**src/hw/rcpd_defines.svh**
```systemverilog
`ifndef RCPD_DEFINES_SVH
`define RCPD_DEFINES_SVH

// Clock rate and line-code time unit
`define RCPD_CLK_MHZ      25
`define RCPD_UNIT_US      100
`define RCPD_UNIT_CYC     (`RCPD_UNIT_US * `RCPD_CLK_MHZ)
// Idle hold before valid_flag drops when no matching packet arrives
`define RCPD_HOLD_MS      50
`define RCPD_HOLD_CYC     (`RCPD_HOLD_MS * 1000 * `RCPD_CLK_MHZ)

// Packet layout: 10 address symbols then 8 data symbols, 2 line bits each
`define RCPD_ADDR_SYMS    10
`define RCPD_DATA_SYMS    8
`define RCPD_PKT_BITS     36

// Symbol codes on the line
`define RCPD_SYM_ZERO     2'h0
`define RCPD_SYM_OPEN     2'h1
`define RCPD_SYM_ONE      2'h3

// Address type select codes {high, low}
`define RCPD_ACFG_ONE_OPEN  2'h1
`define RCPD_ACFG_OPEN_ZERO 2'h2

`endif

```
**src/hw/rcpd_pkg.sv**
```systemverilog
package rcpd_pkg;

    typedef enum logic [1:0] {
        RCPD_ST_GAP   = 2'b00,
        RCPD_ST_READY = 2'b01,
        RCPD_ST_HIGH  = 2'b10,
        RCPD_ST_LOW   = 2'b11
    } rcpd_state_t;

    typedef logic [1:0] rcpd_sym_t;

endpackage : rcpd_pkg

```
**src/hw/rcpd_decoder.sv**
```systemverilog
`timescale 1ns/1ps
`include "rcpd_defines.svh"
// What this block does
// - Check packet address against local address first
// - On address match store packet, compare next
// - Two matching packets drive outputs, raise valid
// - Mismatch or timing error clears outputs, sleeps
// - Changed data pair forces outputs low briefly
// - Address inputs pulled up, floating reads high
// - Foreign address packet has no effect
// - Eight outputs mirror transmitter data inputs
// - Raw demodulated stream on own output, held low in power-down
// - Data select high: high one, low zero
// - Data select low: low is open, outputs low
// - Address select pair picks one/zero/open meaning
// - Data select defaults low by pull-down
// - Address select defaults: high pulled up, low down
// - Both ends must share type settings
// - Power-down low stops all reception
module rcpd_decoder #(
    parameter int CNT_W    = 24,
    parameter int UNIT_CYC = `RCPD_UNIT_CYC,
    parameter int HOLD_CYC = `RCPD_HOLD_CYC
) (
    // Clock and reset
    input  wire logic       clk_sys,
    input  wire logic       arst_n,
    // Demodulated line and power control
    input  wire logic       rf_data_in,
    input  wire logic       power_down_n,
    // Straps (pads carry the pulls)
    input  wire logic [9:0] address_select_inputs,
    input  wire logic       address_type_select_low,
    input  wire logic       address_type_select_high,
    input  wire logic       data_type_select,
    // Decoded results
    output logic      [7:0] decoded_outputs,
    output logic            valid_flag,
    output logic            raw_data_out
);

    // High-time decision points sit midway between nominal pulse lengths, half a unit of slack each way; LOW_MAX allows a full unit
    localparam logic [CNT_W-1:0] HIGH_MIN = CNT_W'(UNIT_CYC / 2);
    localparam logic [CNT_W-1:0] DECIDE   = CNT_W'((UNIT_CYC * 3) / 2);
    localparam logic [CNT_W-1:0] HIGH_MAX = CNT_W'((UNIT_CYC * 5) / 2);
    localparam logic [CNT_W-1:0] LOW_MAX  = CNT_W'(UNIT_CYC * 3);
    localparam logic [CNT_W-1:0] GAP_MIN  = CNT_W'(UNIT_CYC * 4);
    localparam logic [CNT_W-1:0] HOLD_MAX = CNT_W'(HOLD_CYC);
    localparam int               NB       = `RCPD_PKT_BITS;

    // Local symbol for one address level under the address type select
    function automatic rcpd_pkg::rcpd_sym_t addr_sym(input logic lvl, input logic [1:0] cfg);
        if (lvl)
            return (cfg == `RCPD_ACFG_OPEN_ZERO) ? `RCPD_SYM_OPEN : `RCPD_SYM_ONE;
        else
            return (cfg == `RCPD_ACFG_ONE_OPEN) ? `RCPD_SYM_OPEN : `RCPD_SYM_ZERO;
    endfunction : addr_sym

    // A data symbol is legal only if the local data type could produce it
    function automatic logic data_legal(input rcpd_pkg::rcpd_sym_t s, input logic dcfg);
        return (s == `RCPD_SYM_ONE) || (s == (dcfg ? `RCPD_SYM_ZERO : `RCPD_SYM_OPEN));
    endfunction : data_legal

    // Two-flop synchronisers for every pin input
    // Straps take the same two flops as the line, so a strap change needs two cycles to apply
    logic [14:0] in_meta_reg;
    logic [14:0] in_sync_reg;

    always_ff @(posedge clk_sys or negedge arst_n) begin
        if (!arst_n) begin
            in_meta_reg <= 15'h0000;
            in_sync_reg <= 15'h0000;
        end else begin
            in_meta_reg <= {rf_data_in, power_down_n, address_select_inputs,
                            address_type_select_high, address_type_select_low, data_type_select};
            in_sync_reg <= in_meta_reg;
        end
    end

    logic       rx;
    logic       pdn_ok;
    logic [9:0] addr_lvl;
    logic [1:0] acfg;
    logic       dcfg;

    // Unconnected pads read high on the address pins, pull defaults on the selects
    assign rx       = in_sync_reg[14];
    assign pdn_ok   = in_sync_reg[13];
    assign addr_lvl = in_sync_reg[12:3];
    assign acfg     = in_sync_reg[2:1];
    assign dcfg     = in_sync_reg[0];

    // Raw stream bypasses the decoder; the receiver is dead in power-down
    always_ff @(posedge clk_sys or negedge arst_n) begin
        if (!arst_n)
            raw_data_out <= 1'b0;
        else
            raw_data_out <= rx & pdn_ok;
    end

    // Line receiver
    rcpd_pkg::rcpd_state_t state_reg;
    logic [CNT_W-1:0]      cnt_reg;
    logic [5:0]            nbits_reg;
    logic [NB-2:0]         shift_reg;

    logic          fall;
    logic          bit_take;
    logic          bit_val;
    logic          timing_err;
    logic          pkt_done;
    logic [NB-1:0] pkt;

    assign fall       = (state_reg == rcpd_pkg::RCPD_ST_HIGH) && !rx;
    assign bit_take   = pdn_ok && fall && (cnt_reg >= HIGH_MIN);
    assign bit_val    = cnt_reg >= DECIDE;
    // Bounded high and low times are what reject noise between packets
    assign timing_err = pdn_ok &&
                        (((state_reg == rcpd_pkg::RCPD_ST_HIGH) && rx && (cnt_reg >= HIGH_MAX)) ||
                         (fall && (cnt_reg < HIGH_MIN)) ||
                         ((state_reg == rcpd_pkg::RCPD_ST_LOW) && !rx && (cnt_reg >= LOW_MAX)));
    assign pkt_done   = bit_take && (nbits_reg == 6'(NB - 1));
    assign pkt        = {shift_reg, bit_val};

    // Receiver state: sleep through the gap, then follow pulse highs and lows
    always_ff @(posedge clk_sys or negedge arst_n) begin
        if (!arst_n) begin
            state_reg <= rcpd_pkg::RCPD_ST_GAP;
        end else if (!pdn_ok) begin
            state_reg <= rcpd_pkg::RCPD_ST_GAP;
        end else begin
            case (state_reg)
                rcpd_pkg::RCPD_ST_GAP: begin
                    // Sleep until the line has been quiet long enough to frame a packet
                    if (!rx && cnt_reg >= GAP_MIN - 1'b1)
                        state_reg <= rcpd_pkg::RCPD_ST_READY;
                end
                rcpd_pkg::RCPD_ST_READY: begin
                    // First rising edge after the gap starts bit 0
                    if (rx)
                        state_reg <= rcpd_pkg::RCPD_ST_HIGH;
                end
                rcpd_pkg::RCPD_ST_HIGH: begin
                    if (timing_err || pkt_done)
                        state_reg <= rcpd_pkg::RCPD_ST_GAP;
                    else if (!rx)
                        state_reg <= rcpd_pkg::RCPD_ST_LOW;
                end
                rcpd_pkg::RCPD_ST_LOW: begin
                    if (timing_err)
                        state_reg <= rcpd_pkg::RCPD_ST_GAP;
                    else if (rx)
                        state_reg <= rcpd_pkg::RCPD_ST_HIGH;
                end
                default: begin
                    state_reg <= rcpd_pkg::RCPD_ST_GAP;
                end
            endcase
        end
    end

    // Pulse and gap timer, restarted at every line edge; it saturates in the gap so a long idle cannot wrap
    always_ff @(posedge clk_sys or negedge arst_n) begin
        if (!arst_n) begin
            cnt_reg <= '0;
        end else if (!pdn_ok) begin
            cnt_reg <= '0;
        end else begin
            case (state_reg)
                rcpd_pkg::RCPD_ST_GAP: begin
                    cnt_reg <= rx ? '0 : ((cnt_reg == '1) ? cnt_reg : cnt_reg + 1'b1);
                end
                rcpd_pkg::RCPD_ST_READY: begin
                    cnt_reg <= CNT_W'(1);
                end
                rcpd_pkg::RCPD_ST_HIGH: begin
                    if (timing_err || pkt_done)
                        cnt_reg <= '0;
                    else if (rx)
                        cnt_reg <= cnt_reg + 1'b1;
                    else
                        cnt_reg <= CNT_W'(1);
                end
                rcpd_pkg::RCPD_ST_LOW: begin
                    if (timing_err)
                        cnt_reg <= '0;
                    else if (rx)
                        cnt_reg <= CNT_W'(1);
                    else
                        cnt_reg <= cnt_reg + 1'b1;
                end
                default: begin
                    cnt_reg <= '0;
                end
            endcase
        end
    end

    // Bits taken so far in the current packet
    always_ff @(posedge clk_sys or negedge arst_n) begin
        if (!arst_n)
            nbits_reg <= 6'h00;
        else if (!pdn_ok || state_reg == rcpd_pkg::RCPD_ST_READY)
            nbits_reg <= 6'h00;
        else if (bit_take && !pkt_done)
            nbits_reg <= nbits_reg + 1'b1;
    end

    always_ff @(posedge clk_sys or negedge arst_n) begin
        if (!arst_n)
            shift_reg <= '0;
        else if (bit_take)
            shift_reg <= pkt[NB-2:0];
    end

    // Packet checks: address symbols first, then data symbols, upper symbol bit first
    logic        addr_ok;
    logic        data_ok;
    logic        pkt_ok;
    logic [15:0] pkt_data;

    always_comb begin
        addr_ok = 1'b1;
        data_ok = 1'b1;
        for (int i = 0; i < `RCPD_ADDR_SYMS; i++) begin
            if (pkt[NB-1-2*i -: 2] != addr_sym(addr_lvl[i], acfg))
                addr_ok = 1'b0;
        end
        for (int j = 0; j < `RCPD_DATA_SYMS; j++) begin
            if (!data_legal(pkt[15-2*j -: 2], dcfg))
                data_ok = 1'b0;
        end
    end

    assign pkt_data = pkt[15:0];
    // A foreign address is dropped here and touches nothing downstream
    assign pkt_ok   = pkt_done && addr_ok && data_ok;

    // Pairing and outputs
    logic [15:0]      first_reg;
    logic             have_first_reg;
    logic [CNT_W-1:0] hold_cnt_reg;
    logic [7:0]       dec_next;
    logic             pair_match;
    logic             hold_expired;

    // Open and zero symbols both leave the output low
    always_comb begin
        for (int k = 0; k < `RCPD_DATA_SYMS; k++)
            dec_next[k] = (pkt_data[15-2*k -: 2] == `RCPD_SYM_ONE);
    end

    assign pair_match   = have_first_reg && (pkt_data == first_reg);
    assign hold_expired = valid_flag && !pkt_ok && (hold_cnt_reg >= HOLD_MAX - 1'b1);

    // A mismatching packet still becomes the new reference, so its next copy can publish
    always_ff @(posedge clk_sys or negedge arst_n) begin
        if (!arst_n) begin
            first_reg      <= 16'h0000;
            have_first_reg <= 1'b0;
        end else if (!pdn_ok || timing_err || hold_expired) begin
            have_first_reg <= 1'b0;
        end else if (pkt_ok) begin
            first_reg      <= pkt_data;
            have_first_reg <= 1'b1;
        end
    end

    // Decoded outputs and valid flag, registered
    always_ff @(posedge clk_sys or negedge arst_n) begin
        if (!arst_n) begin
            decoded_outputs <= 8'h00;
            valid_flag      <= 1'b0;
        end else if (!pdn_ok || timing_err) begin
            decoded_outputs <= 8'h00;
            valid_flag      <= 1'b0;
        end else if (pkt_ok && pair_match) begin
            decoded_outputs <= dec_next;
            valid_flag      <= 1'b1;
        end else if (pkt_ok && have_first_reg) begin
            decoded_outputs <= 8'h00;
            valid_flag      <= 1'b0;
        end else if (hold_expired) begin
            // Valid packets stopped: drop everything and wait for a fresh pair
            decoded_outputs <= 8'h00;
            valid_flag      <= 1'b0;
        end
    end

    // Runs only while valid is up; each accepted packet restarts it
    always_ff @(posedge clk_sys or negedge arst_n) begin
        if (!arst_n)
            hold_cnt_reg <= '0;
        else if (!valid_flag || pkt_ok)
            hold_cnt_reg <= '0;
        else
            hold_cnt_reg <= hold_cnt_reg + 1'b1;
    end

endmodule : rcpd_decoder

```
**config.mk**
```make
export PLATFORM = sky130hd
export DESIGN_NAME = rcpd_decoder
export DESIGN_NICKNAME = d
export VERILOG_FILES = /design/src/hw/rcpd_pkg.sv /design/src/hw/rcpd_decoder.sv
export VERILOG_INCLUDE_DIRS = /design/src /design/src/hw
export SDC_FILE = /design/constraint.sdc
export NUM_CORES = 1
export LEC_CHECK = 0
export BUFFER_PORTS_ARGS = -buffer_cell sky130_fd_sc_hd__buf_2
export CAP_MARGIN = 10
export CORE_AREA = 2 2 139 107
export DETAILED_ROUTE_END_ITERATION = 7
export DIE_AREA = 0 0 141 109
export GPL_TIMING_DRIVEN = 0
export MAX_ROUTING_LAYER = met4
export PLACE_DENSITY = 0.75
export SLEW_MARGIN = 20
export SYNTH_ARGS = -nofsm -noshare
export SYNTH_HDL_FRONTEND = slang
export SYNTH_SLANG_ARGS = --single-unit
```
**constraint.sdc**
```tcl
create_clock -name clk_sys -period 2.27 [get_ports clk_sys]
set_input_delay 0.3405 -clock clk_sys [delete_from_list [all_inputs] [get_ports clk_sys]]
set_output_delay 0.3405 -clock clk_sys [all_outputs]
set_load 0.1 [all_outputs]
```
==> results of run 1 <==
layer usage:
metal	wire, microns	vias up
li1	-	2730
met5	0	-
met4	325	0
met2	8400	227
met3	925	42
met1	8300	2943
final cells by class:
class | instances | area (sq um)
sequential | 148 | 3720
timing repair buffer | 77 | 667
buffer | 30 | 297
tap | 180 | 225
inverter | 14 | 52.6
clock inverter | 11 | 150
fill | 1016 | 4610
multi-input combinational | 514 | 3940
clock buffer | 21 | 460
logic make-up (layout without fill, tap and decap cells):
kind of cell             Yosys count  after routing
flip-flops                       148            148
AND/OR/NAND/NOR                  263            263
adder cells (fa/ha/maj)            4              4
XOR/XNOR                          75             75
buffers and inverters             57            153
multiplexers                      55             55
AO/OA/AOI/OAI                    117            117
cell usage after synthesis, types with 5 or more instances:
cell type / n / area (sq um)
nor4_1: 13 / 81.3
and2_1: 6 / 37.5
a21o_1: 5 / 37.5
mux2i_1: 10 / 100
and3_1: 8 / 50.1
nor3_1: 11 / 55.1
nand2_1: 50 / 188
nor2_1: 53 / 199
o21ai_0: 35 / 175
clkbuf_1: 24 / 90.1
buf_6: 6 / 67.6
and4_1: 5 / 43.8
nor3b_1: 18 / 135
o21ai_1: 10 / 50.1
o211ai_1: 6 / 45.0
inv_1: 14 / 52.6
nor2b_1: 9 / 56.3
nand4_1: 15 / 93.8
mux2_4: 7 / 105
xor2_1: 47 / 412
mux2_2: 38 / 428
a21oi_1: 12 / 60.1
nand2b_1: 14 / 87.6
xnor2_1: 28 / 245
dfrtp_1: 148 / 3700
nand3_1: 30 / 150
worst max-delay path: cells and delay by family (launching register included):
family                 cells  cell delay, ns
AOI/OAI and AO/OA          2            0.61
buffers and inverters      2            0.32
DFF                        1            0.41
muxes                      1            0.30
and+or+nand+nor            2            0.84
where the power goes:
part           switching, mW  total, mW  internal [mW]
sequential            0.0279       2.70           2.67
clock                   1.12       2.91           1.79
combinational          0.140      0.228         0.0877
total                   1.29       5.84           4.55
timing repair:
| action | 4_1_cts | 5_1_grt |
|---|---|---|
| endpoints found under the setup margin | 109 | 110 |
| pin swaps | 35 | 13 |
| hold endpoints to repair | 62 | 1 |
| gates cloned | 4 | 2 |
| resized for setup | 78 | 39 |
| setup buffers | 23 | 17 |
| hold buffers | 3 | 1 |
path summary, 6_finish.rpt:
check / from / to
setup / recovery: shift_reg[26] / first_reg[8]
setup reg to reg: shift_reg[26] / first_reg[8]
hold reg to reg: in_meta_reg[1] / in_sync_reg[1]
min in group asynchronous: arst_n / shift_reg[11]
hold / removal: address_select_inputs[0] / in_meta_reg[3]
max in group asynchronous: arst_n / cnt_reg[5]
==> metrics, run 1 <==
post-route ant nets 0; placed cell areas 8070 sq um; max reg flops 35; initial antenna violation count 0; GRT met3 Usage 0.0474; GR peak layer met2; Synth Instances 719; peak supply drop 0.612 mV; H-tree levels 4; DR iter-0 viols 512; vias in the first global route 5,691; drt wl/cell 18.0 microns; Worst Path Class, Setup flip-flop to flip-flop; Worst Setup Start Kind flip-flop; Max Clock Freq 0.386 GHz; DRC viols 0; row cnt 38; first-pass iteration count of the detailed router 5; Crit path arrival time 2.90 ns; leakage 4.16 nW; commonest cells after routing, fill and taps aside 137 x dfrtp_1, 50 x nor2_1, 50 x nand2_1; Fin Clk Skew 0.0114 ns; CP endpoint kind flip-flop; setup ws final -0.320 ns; R2R depth 7; sequential element share of the synthesized area 0.482; Final Power 5.84 mW; clock latency on the worst-skew pair 0.43 ns; global route overflow 0; flop2flop setup slack -0.32 ns; GRT Resource Usage Total 0.250; Pwr Density 614 nW/um^2; most common cell after layout, fill and taps aside dfrtp_1; crit path time final 2.59 ns; Post-Layout Cell Count 995; adder-cell share of the synthesized area 0.00652; final critical-path share of the clock period 1.14; Die W 141 microns; diode count 0; first-pass GRT wire length 28.9 mm; Rel. slew slack 0.535; clk slew on worst S/H paths 0.06 ns; CTS tree done; CP required 2.58 ns; Placeable Area 14,100 sq um; vias post-DR 5,942; met2 usage 0.375; Critical Path Fanout Max 7; number of flops mapped to enable cells by yosys 0; outcome complete, but fails checks; I/O pin count 27; Post-Syn Nets 740; clk sinks 148; root buffer cell clkbuf_16; IO Port Bufs 26; post-synthesis mux area share 0.0825; placed insts 926; synth warn 0; via/cell ratio 5.97; worst-margin pin slew 0.697 ns; met1 GRT Util 0.344; total CTS buffers 17; violated checks setup timing; worst-case clock buffer depth 2; RSZ-0062 raised after global routing yes; largest family of logic cells by synthesized area simple AND/OR/NAND/NOR gates; Finished Core Util 0.674; CP Cell Sequence or4_1, a211o_1, a2111oi_2, and4b_2, buf_8, clkbuf_16, mux2_4; dominant synthesized flop cell dfrtp_1; worst hold path class primary input to flip-flop; TNS Setup -17.62 ns; DIE AREA 15,400 sq um; area delta synth->final 23.9%; Post-Synth XOR/XNOR Area 0.0856; nets 823; Compound-Gate Fraction of Synth Area 0.107; Routed WL 18.0 mm; CP max stage cell or4_1; Max Slew Vio Count 0; post-synthesis simple-gate area fraction 0.191; initial cell density of the core 0.544; max-cap check violation count 0; largest net degree at the start of global routing 89; largest stage delay on the critical path 0.52 ns; worst slack on hold paths 0.0161 ns; Post-synth ARST share 1.00; number of synthesized register bits 148; Avg Cell Area, Syn 10.7 sq um; Netlist cell types 79; final setup fails 75; WHS Path Cells 1; Mapped Area 7680 sq um; layout cells sized above 1 0.304; final non-filler cell area 9510 sq um; routability congestion estimate from global placement 0.888; HPWL Detailed 11.1 mm; final hold vios 0; Die Ht 109 microns; dpl ws -0.562 ns
No activity file was read; power rests on OpenSTA's default activity.
==> run 2: changes to the inputs <==
- PLACE_DENSITY: 0.75 -> 0.76
==> run 2 against run 1 <==
Total power grew 1.3%. The run still ends with setup timing left. Die area is the same. Routed wire length is 8.0% higher. Hold slack improved by 0.0026 ns. Count of clock-buffer cells in the layout decreased by 2. Flip-flop and latch count stayed put. Combinational power shrank 3%.
==> metrics, run 2 (synthesized netlist as in run 1, its figures left out) <==
initial antenna violation count 0 (unchanged); root buffer cell clkbuf_16; Pwr Density 604 nW/um^2 (-1.5%); final hold vios 0 (unchanged); final non-filler cell area 9790 sq um (+2.9%); first-pass iteration count of the detailed router 5 (unchanged); row cnt 38 (unchanged); placed insts 926 (unchanged); via/cell ratio 6.06 (+1.5%); Die Ht 109 microns (unchanged); Die W 141 microns (unchanged); vias in the first global route 5,901 (+3.7%); peak supply drop 0.595 mV (-2.9%); placed cell areas 8070 sq um (unchanged); worst-margin pin slew 0.683 ns (-0.0141 ns); Max Slew Vio Count 0 (unchanged); clk slew on worst S/H paths 0.07 ns (about the same); Routed WL 19.4 mm (+8.0%); Crit path arrival time 2.96 ns (+0.06 ns); Rel. slew slack 0.545 (+0.00942); I/O pin count 27 (unchanged); RSZ-0062 raised after global routing yes; layout cells sized above 1 0.352 (+0.0481); clock latency on the worst-skew pair 0.42 ns (about the same); violated checks setup timing; DRC viols 0 (unchanged); Placeable Area 14,100 sq um (unchanged); worst hold path class primary input to flip-flop; nets 831 (+0.97%); IO Port Bufs 26 (unchanged); final setup fails 97 (+29%); post-route ant nets 0 (unchanged); Worst Setup Start Kind flip-flop; Post-Layout Cell Count 1,003 (+0.80%); drt wl/cell 19.3 microns (+7.1%); Max Clock Freq 0.375 GHz (-2.8%); DIE AREA 15,400 sq um (unchanged); setup ws final -0.394 ns (-0.0738 ns); HPWL Detailed 11.2 mm (+0.98%); outcome complete, but fails checks; GRT Resource Usage Total 0.253 (+0.00345); CP endpoint kind flip-flop; Reg2Reg Launch Point in_sync_reg[2]; commonest cells after routing, fill and taps aside 134 x dfrtp_1, 49 x nand2_1, 47 x xor2_1; first-pass GRT wire length 29.8 mm (+2.9%); max-cap check violation count 0 (unchanged); max reg flops 35 (unchanged); R2R Path End first_reg[10]; largest net degree at the start of global routing 78 (-12%); area delta synth->final 27.5%; routability congestion estimate from global placement 0.919 (+3.5%); crit path time final 2.66 ns (+0.0738 ns); worst-case clock buffer depth 2 (unchanged); flop2flop setup slack -0.39 ns (-0.07 ns); clk sinks 148 (unchanged); final critical-path share of the clock period 1.17 (+0.0325); global route overflow 0 (unchanged); Critical Path Fanout Max 10 (+3); HP Start address_select_inputs[3]; leakage 4.33 nW (+4.0%); Fin Clk Skew 0.0141 ns (+0.00270 ns); Worst Path Class, Setup flip-flop to flip-flop; total CTS buffers 17 (unchanged); R2R depth 10 (+3); diode count 0 (unchanged); DR iter-0 viols 511 (-0.20%); Finished Core Util 0.693 (+0.0195); vias post-DR 6,082 (+2.4%); H-tree levels 4 (unchanged); CTS tree done; WHS Path Cells 1 (unchanged); Worst Hold End in_meta_reg[6]; initial cell density of the core 0.544 (unchanged); CP required 2.57 ns (about the same); most common cell after layout, fill and taps aside dfrtp_1
## run 2: what timing repair did
item                                    4_1_cts  5_1_grt
gates resized for setup                      83      106
cloned                                        5        2
endpoints found under the setup margin      108      110
hold buffers                                  1        0
setup buffers                                31       21
hold endpoints to repair                     76        0
pin swaps                                    37       23
## run 2: worst max path at each step
stage	from	to	slack [ns]	cells past startpoint
after floorplan	shift_reg[20]	first_reg[10]	-0.12	7
after global placement	arst_n	cnt_reg[18]	-1.12	1
after detailed placement	cnt_reg[10]	first_reg[13]	-0.59	9
after CTS	shift_reg[30]	first_reg[10]	-0.36	7
after global routing	in_sync_reg[2]	first_reg[11]	-0.53	10
final	in_sync_reg[2]	first_reg[10]	-0.39	10
## run 2: cell type report
class                      count  area [sq um]
fill                         981          4330
multi-input combinational    514          4120
sequential                   148          3720
timing repair buffer          87           766
clock buffer                  19           453
buffer                        28           283
tap                          180           225
clock inverter                13           170
inverter                      14          52.6
## run 2: stage by stage
step | hold WS [ns] | setup slack (ns) | power, mW | setup TNS (ns)
after detailed placement | 0.336 | -0.589 | 2.93 | -37.69
after global routing | 0.00959 | -0.525 | 6.08 | -35.62
after global placement | 0.332 | -1.12 | 2.91 | -193.27
final | 0.0187 | -0.394 | 5.91 | -24.21
after floorplan | 0.0449 | -0.118 | 2.83 | -1.38
after CTS | 0.0132 | -0.356 | 5.90 | -18.25
## run 2: power breakdown
part	internal, mW	switching [mW]
clock	1.81	1.19
combinational	0.0796	0.142
sequential	2.67	0.0293
total	4.55	1.36
## run 2: layer usage
| metal | global-route usage | up-vias | routed length (microns) |
|---|---|---|---|
| met1 | 0.347 | 3069 | 8820 |
| li1 | - | 2740 | - |
| met4 | 0.0671 | 0 | 350 |
| met5 | - | - | 0 |
| met3 | 0.0496 | 47 | 1030 |
| met2 | 0.392 | 226 | 9190 |
## run 2: critical path, cell delays in order (launching register included)
cell and delay [ns]:
dfrtp_1 0.39, buf_6 0.15, nand2b_1 0.08, clkbuf_1 0.33, a21boi_0 0.25, nor3_1 0.26, nand4_1 0.13, and4b_2 0.35
buf_8 0.15, buf_12 0.15, mux2_4 0.30
==> run 3: changes to the inputs <==
- REMOVE_ABC_BUFFERS: unset -> 1
==> run 3 against run 2 <==
The run still ends with setup timing left. Final cell count decreased by 1.5%. First-iteration DRC count increased by 45%. Critical path depth decreased by 3. Fmax increased by 0.12%. Hold slack improved by 0.0031 ns. Clock power increased by 2%. Worst setup slack improved by 0.0032 ns. Routed wire length increased by 3.8%. Largest power group unchanged.
==> metrics, run 3 (synthesized netlist as in run 1, its figures left out) <==
CP required 2.58 ns (about the same); root buffer cell clkbuf_16; largest net degree at the start of global routing 82 (+5.1%); CP Launch Point shift_reg[26]; RSZ-0062 raised after global routing yes; Post-Layout Cell Count 988 (-1.5%); global route overflow 0 (unchanged); Crit path arrival time 2.97 ns (about the same); crit path time final 2.66 ns (-0.00321 ns); first-pass iteration count of the detailed router 5 (unchanged); initial antenna violation count 0 (unchanged); worst-case clock buffer depth 2 (unchanged); CP endpoint kind flip-flop; Highest Signal Layer met4; DR WL met3 1.47 mm (+42%); Final Power 5.97 mW (+0.91%); worst slack on hold paths 0.0218 ns (+0.00308 ns); Pwr Density 615 nW/um^2 (+1.8%); Max Clock Freq 0.376 GHz (+0.12%); Fin Clk Skew 0.00991 ns (-0.00423 ns); clk sinks 148 (unchanged); initial cell density of the core 0.544 (unchanged); clk slew on worst S/H paths 0.06 ns (about the same); Placeable Area 14,100 sq um (unchanged); CTS tree done; M1 WL 8.74 mm (-0.93%); area delta synth->final 26.4%; most common cell after layout, fill and taps aside dfrtp_1; setup ws final -0.391 ns (+0.00321 ns); DIE AREA 15,400 sq um (unchanged); nets 816 (-1.8%); vias post-DR 6,219 (+2.3%); worst-margin pin slew 0.726 ns (+0.0429 ns); DR iter-0 viols 742 (+45%); max-cap check violation count 0 (unchanged); met2 WL 9.50 mm (+3.4%); Critical Path Fanout Max 6 (-4); row cnt 38 (unchanged); Max Slew Vio Count 0 (unchanged); violated checks setup timing; peak supply drop 0.644 mV (+8.4%); I/O pin count 27 (unchanged); Reg2Reg Launch Point shift_reg[26]; HP Start address_type_select_high; Worst Setup Start Kind flip-flop; GRT Resource Usage Total 0.272 (+0.0189); clock latency on the worst-skew pair 0.42 ns (about the same); leakage 4.18 nW (-3.3%); diode count 0 (unchanged); FF/Latch Area 3730 sq um (+0.20%); via/cell ratio 6.29 (+3.8%); post-route ant nets 0 (unchanged); Worst Path Class, Setup flip-flop to flip-flop; Die Ht 109 microns (unchanged); layout cells sized above 1 0.353 (+0.000353); DRC viols 0 (unchanged); final setup fails 76 (-22%); max reg flops 35 (unchanged); routability congestion estimate from global placement 0.935 (+1.7%); commonest cells after routing, fill and taps aside 130 x dfrtp_1, 49 x nand2_1, 47 x xor2_1; final hold vios 0 (unchanged); H-tree levels 4 (unchanged); first-pass GRT wire length 31.8 mm (+6.7%); Finished Core Util 0.687 (-0.00611); Routed WL 20.1 mm (+3.8%); HPWL Detailed 10.4 mm (-7.2%); Die W 141 microns (unchanged); worst hold path class primary input to flip-flop; total CTS buffers 17 (unchanged); final critical-path share of the clock period 1.17 (-0.00142); vias in the first global route 6,185 (+4.8%); drt wl/cell 20.4 microns (+5.3%); IO Port Bufs 26 (unchanged); fillcell total 931 (-5.1%); outcome complete, but fails checks; placed insts 884 (-4.5%); footprint of the multi-input gates 4240 sq um (+2.9%); Rel. slew slack 0.513 (-0.0323)
==> run 3: worst max-delay path, stage by stage (launching register included) <==
cell	delay, ns
dfrtp_1	0.44
or4_4	0.54
a211o_1	0.32
a2111oi_4	0.34
buf_4	0.19
and4b_4	0.30
buf_12	0.14
mux2_4	0.29
==> run 3: power breakdown <==
group | internal [mW] | switching, mW
Clock | 1.88 | 1.16
Sequential | 2.67 | 0.0414
Combinational | 0.0790 | 0.135
Total | 4.63 | 1.33
==> run 3: through the flow <==
stage	TNS, ns	instance area, sq um	worst slack, ns
after floorplan	-58.61	7380	-1.17
after global placement	-286.84	7730	-2.00
after detailed placement	-80.51	7800	-1.58
after CTS	-13.13	9310	-0.315
after global routing	-21.87	9700	-0.445
final	-17.67	9700	-0.391
==> run 3: path summary, 6_finish.rpt <==
kind | to | slack [ns] | depth (start not counted)
max reg2reg | first_reg[9] | -0.39 | 7
min | in_meta_reg[2] | 0.02 | 1
max in group asynchronous | in_sync_reg[13] | 1.02 | 3
min reg2reg | in_sync_reg[7] | 0.35 | 0
min in group asynchronous | first_reg[8] | 0.45 | 2
max | first_reg[9] | -0.39 | 7
==> run 3: timing repair <==
| item | 4_1_cts | 5_1_grt |
|---|---|---|
| pin swaps | 58 | 19 |
| gates resized for setup | 112 | 56 |
| endpoints found under the hold margin | 67 | 0 |
| gates cloned | 10 | 1 |
| hold buffers | 1 | 0 |
| setup endpoints to repair | 105 | 112 |
| buffers inserted | 40 | 22 |
==> run 3: metal layers <==
| layer | vias to the layer above | track usage |
|---|---|---|
| met5 | - | - |
| met4 | 0 | 0.0993 |
| met3 | 49 | 0.0483 |
| met2 | 319 | 0.416 |
| met1 | 3111 | 0.369 |
| li1 | 2740 | - |
==> run 3: final cells by class <==
class                           count  share of cell area
Clock inverter                     14              0.0208
Sequential cell                   148               0.384
Clock buffer                       18              0.0453
Tap cell                          180              0.0232
Inverter                           14             0.00542
Multi-Input combinational cell    523               0.437
Timing Repair Buffer               91              0.0844
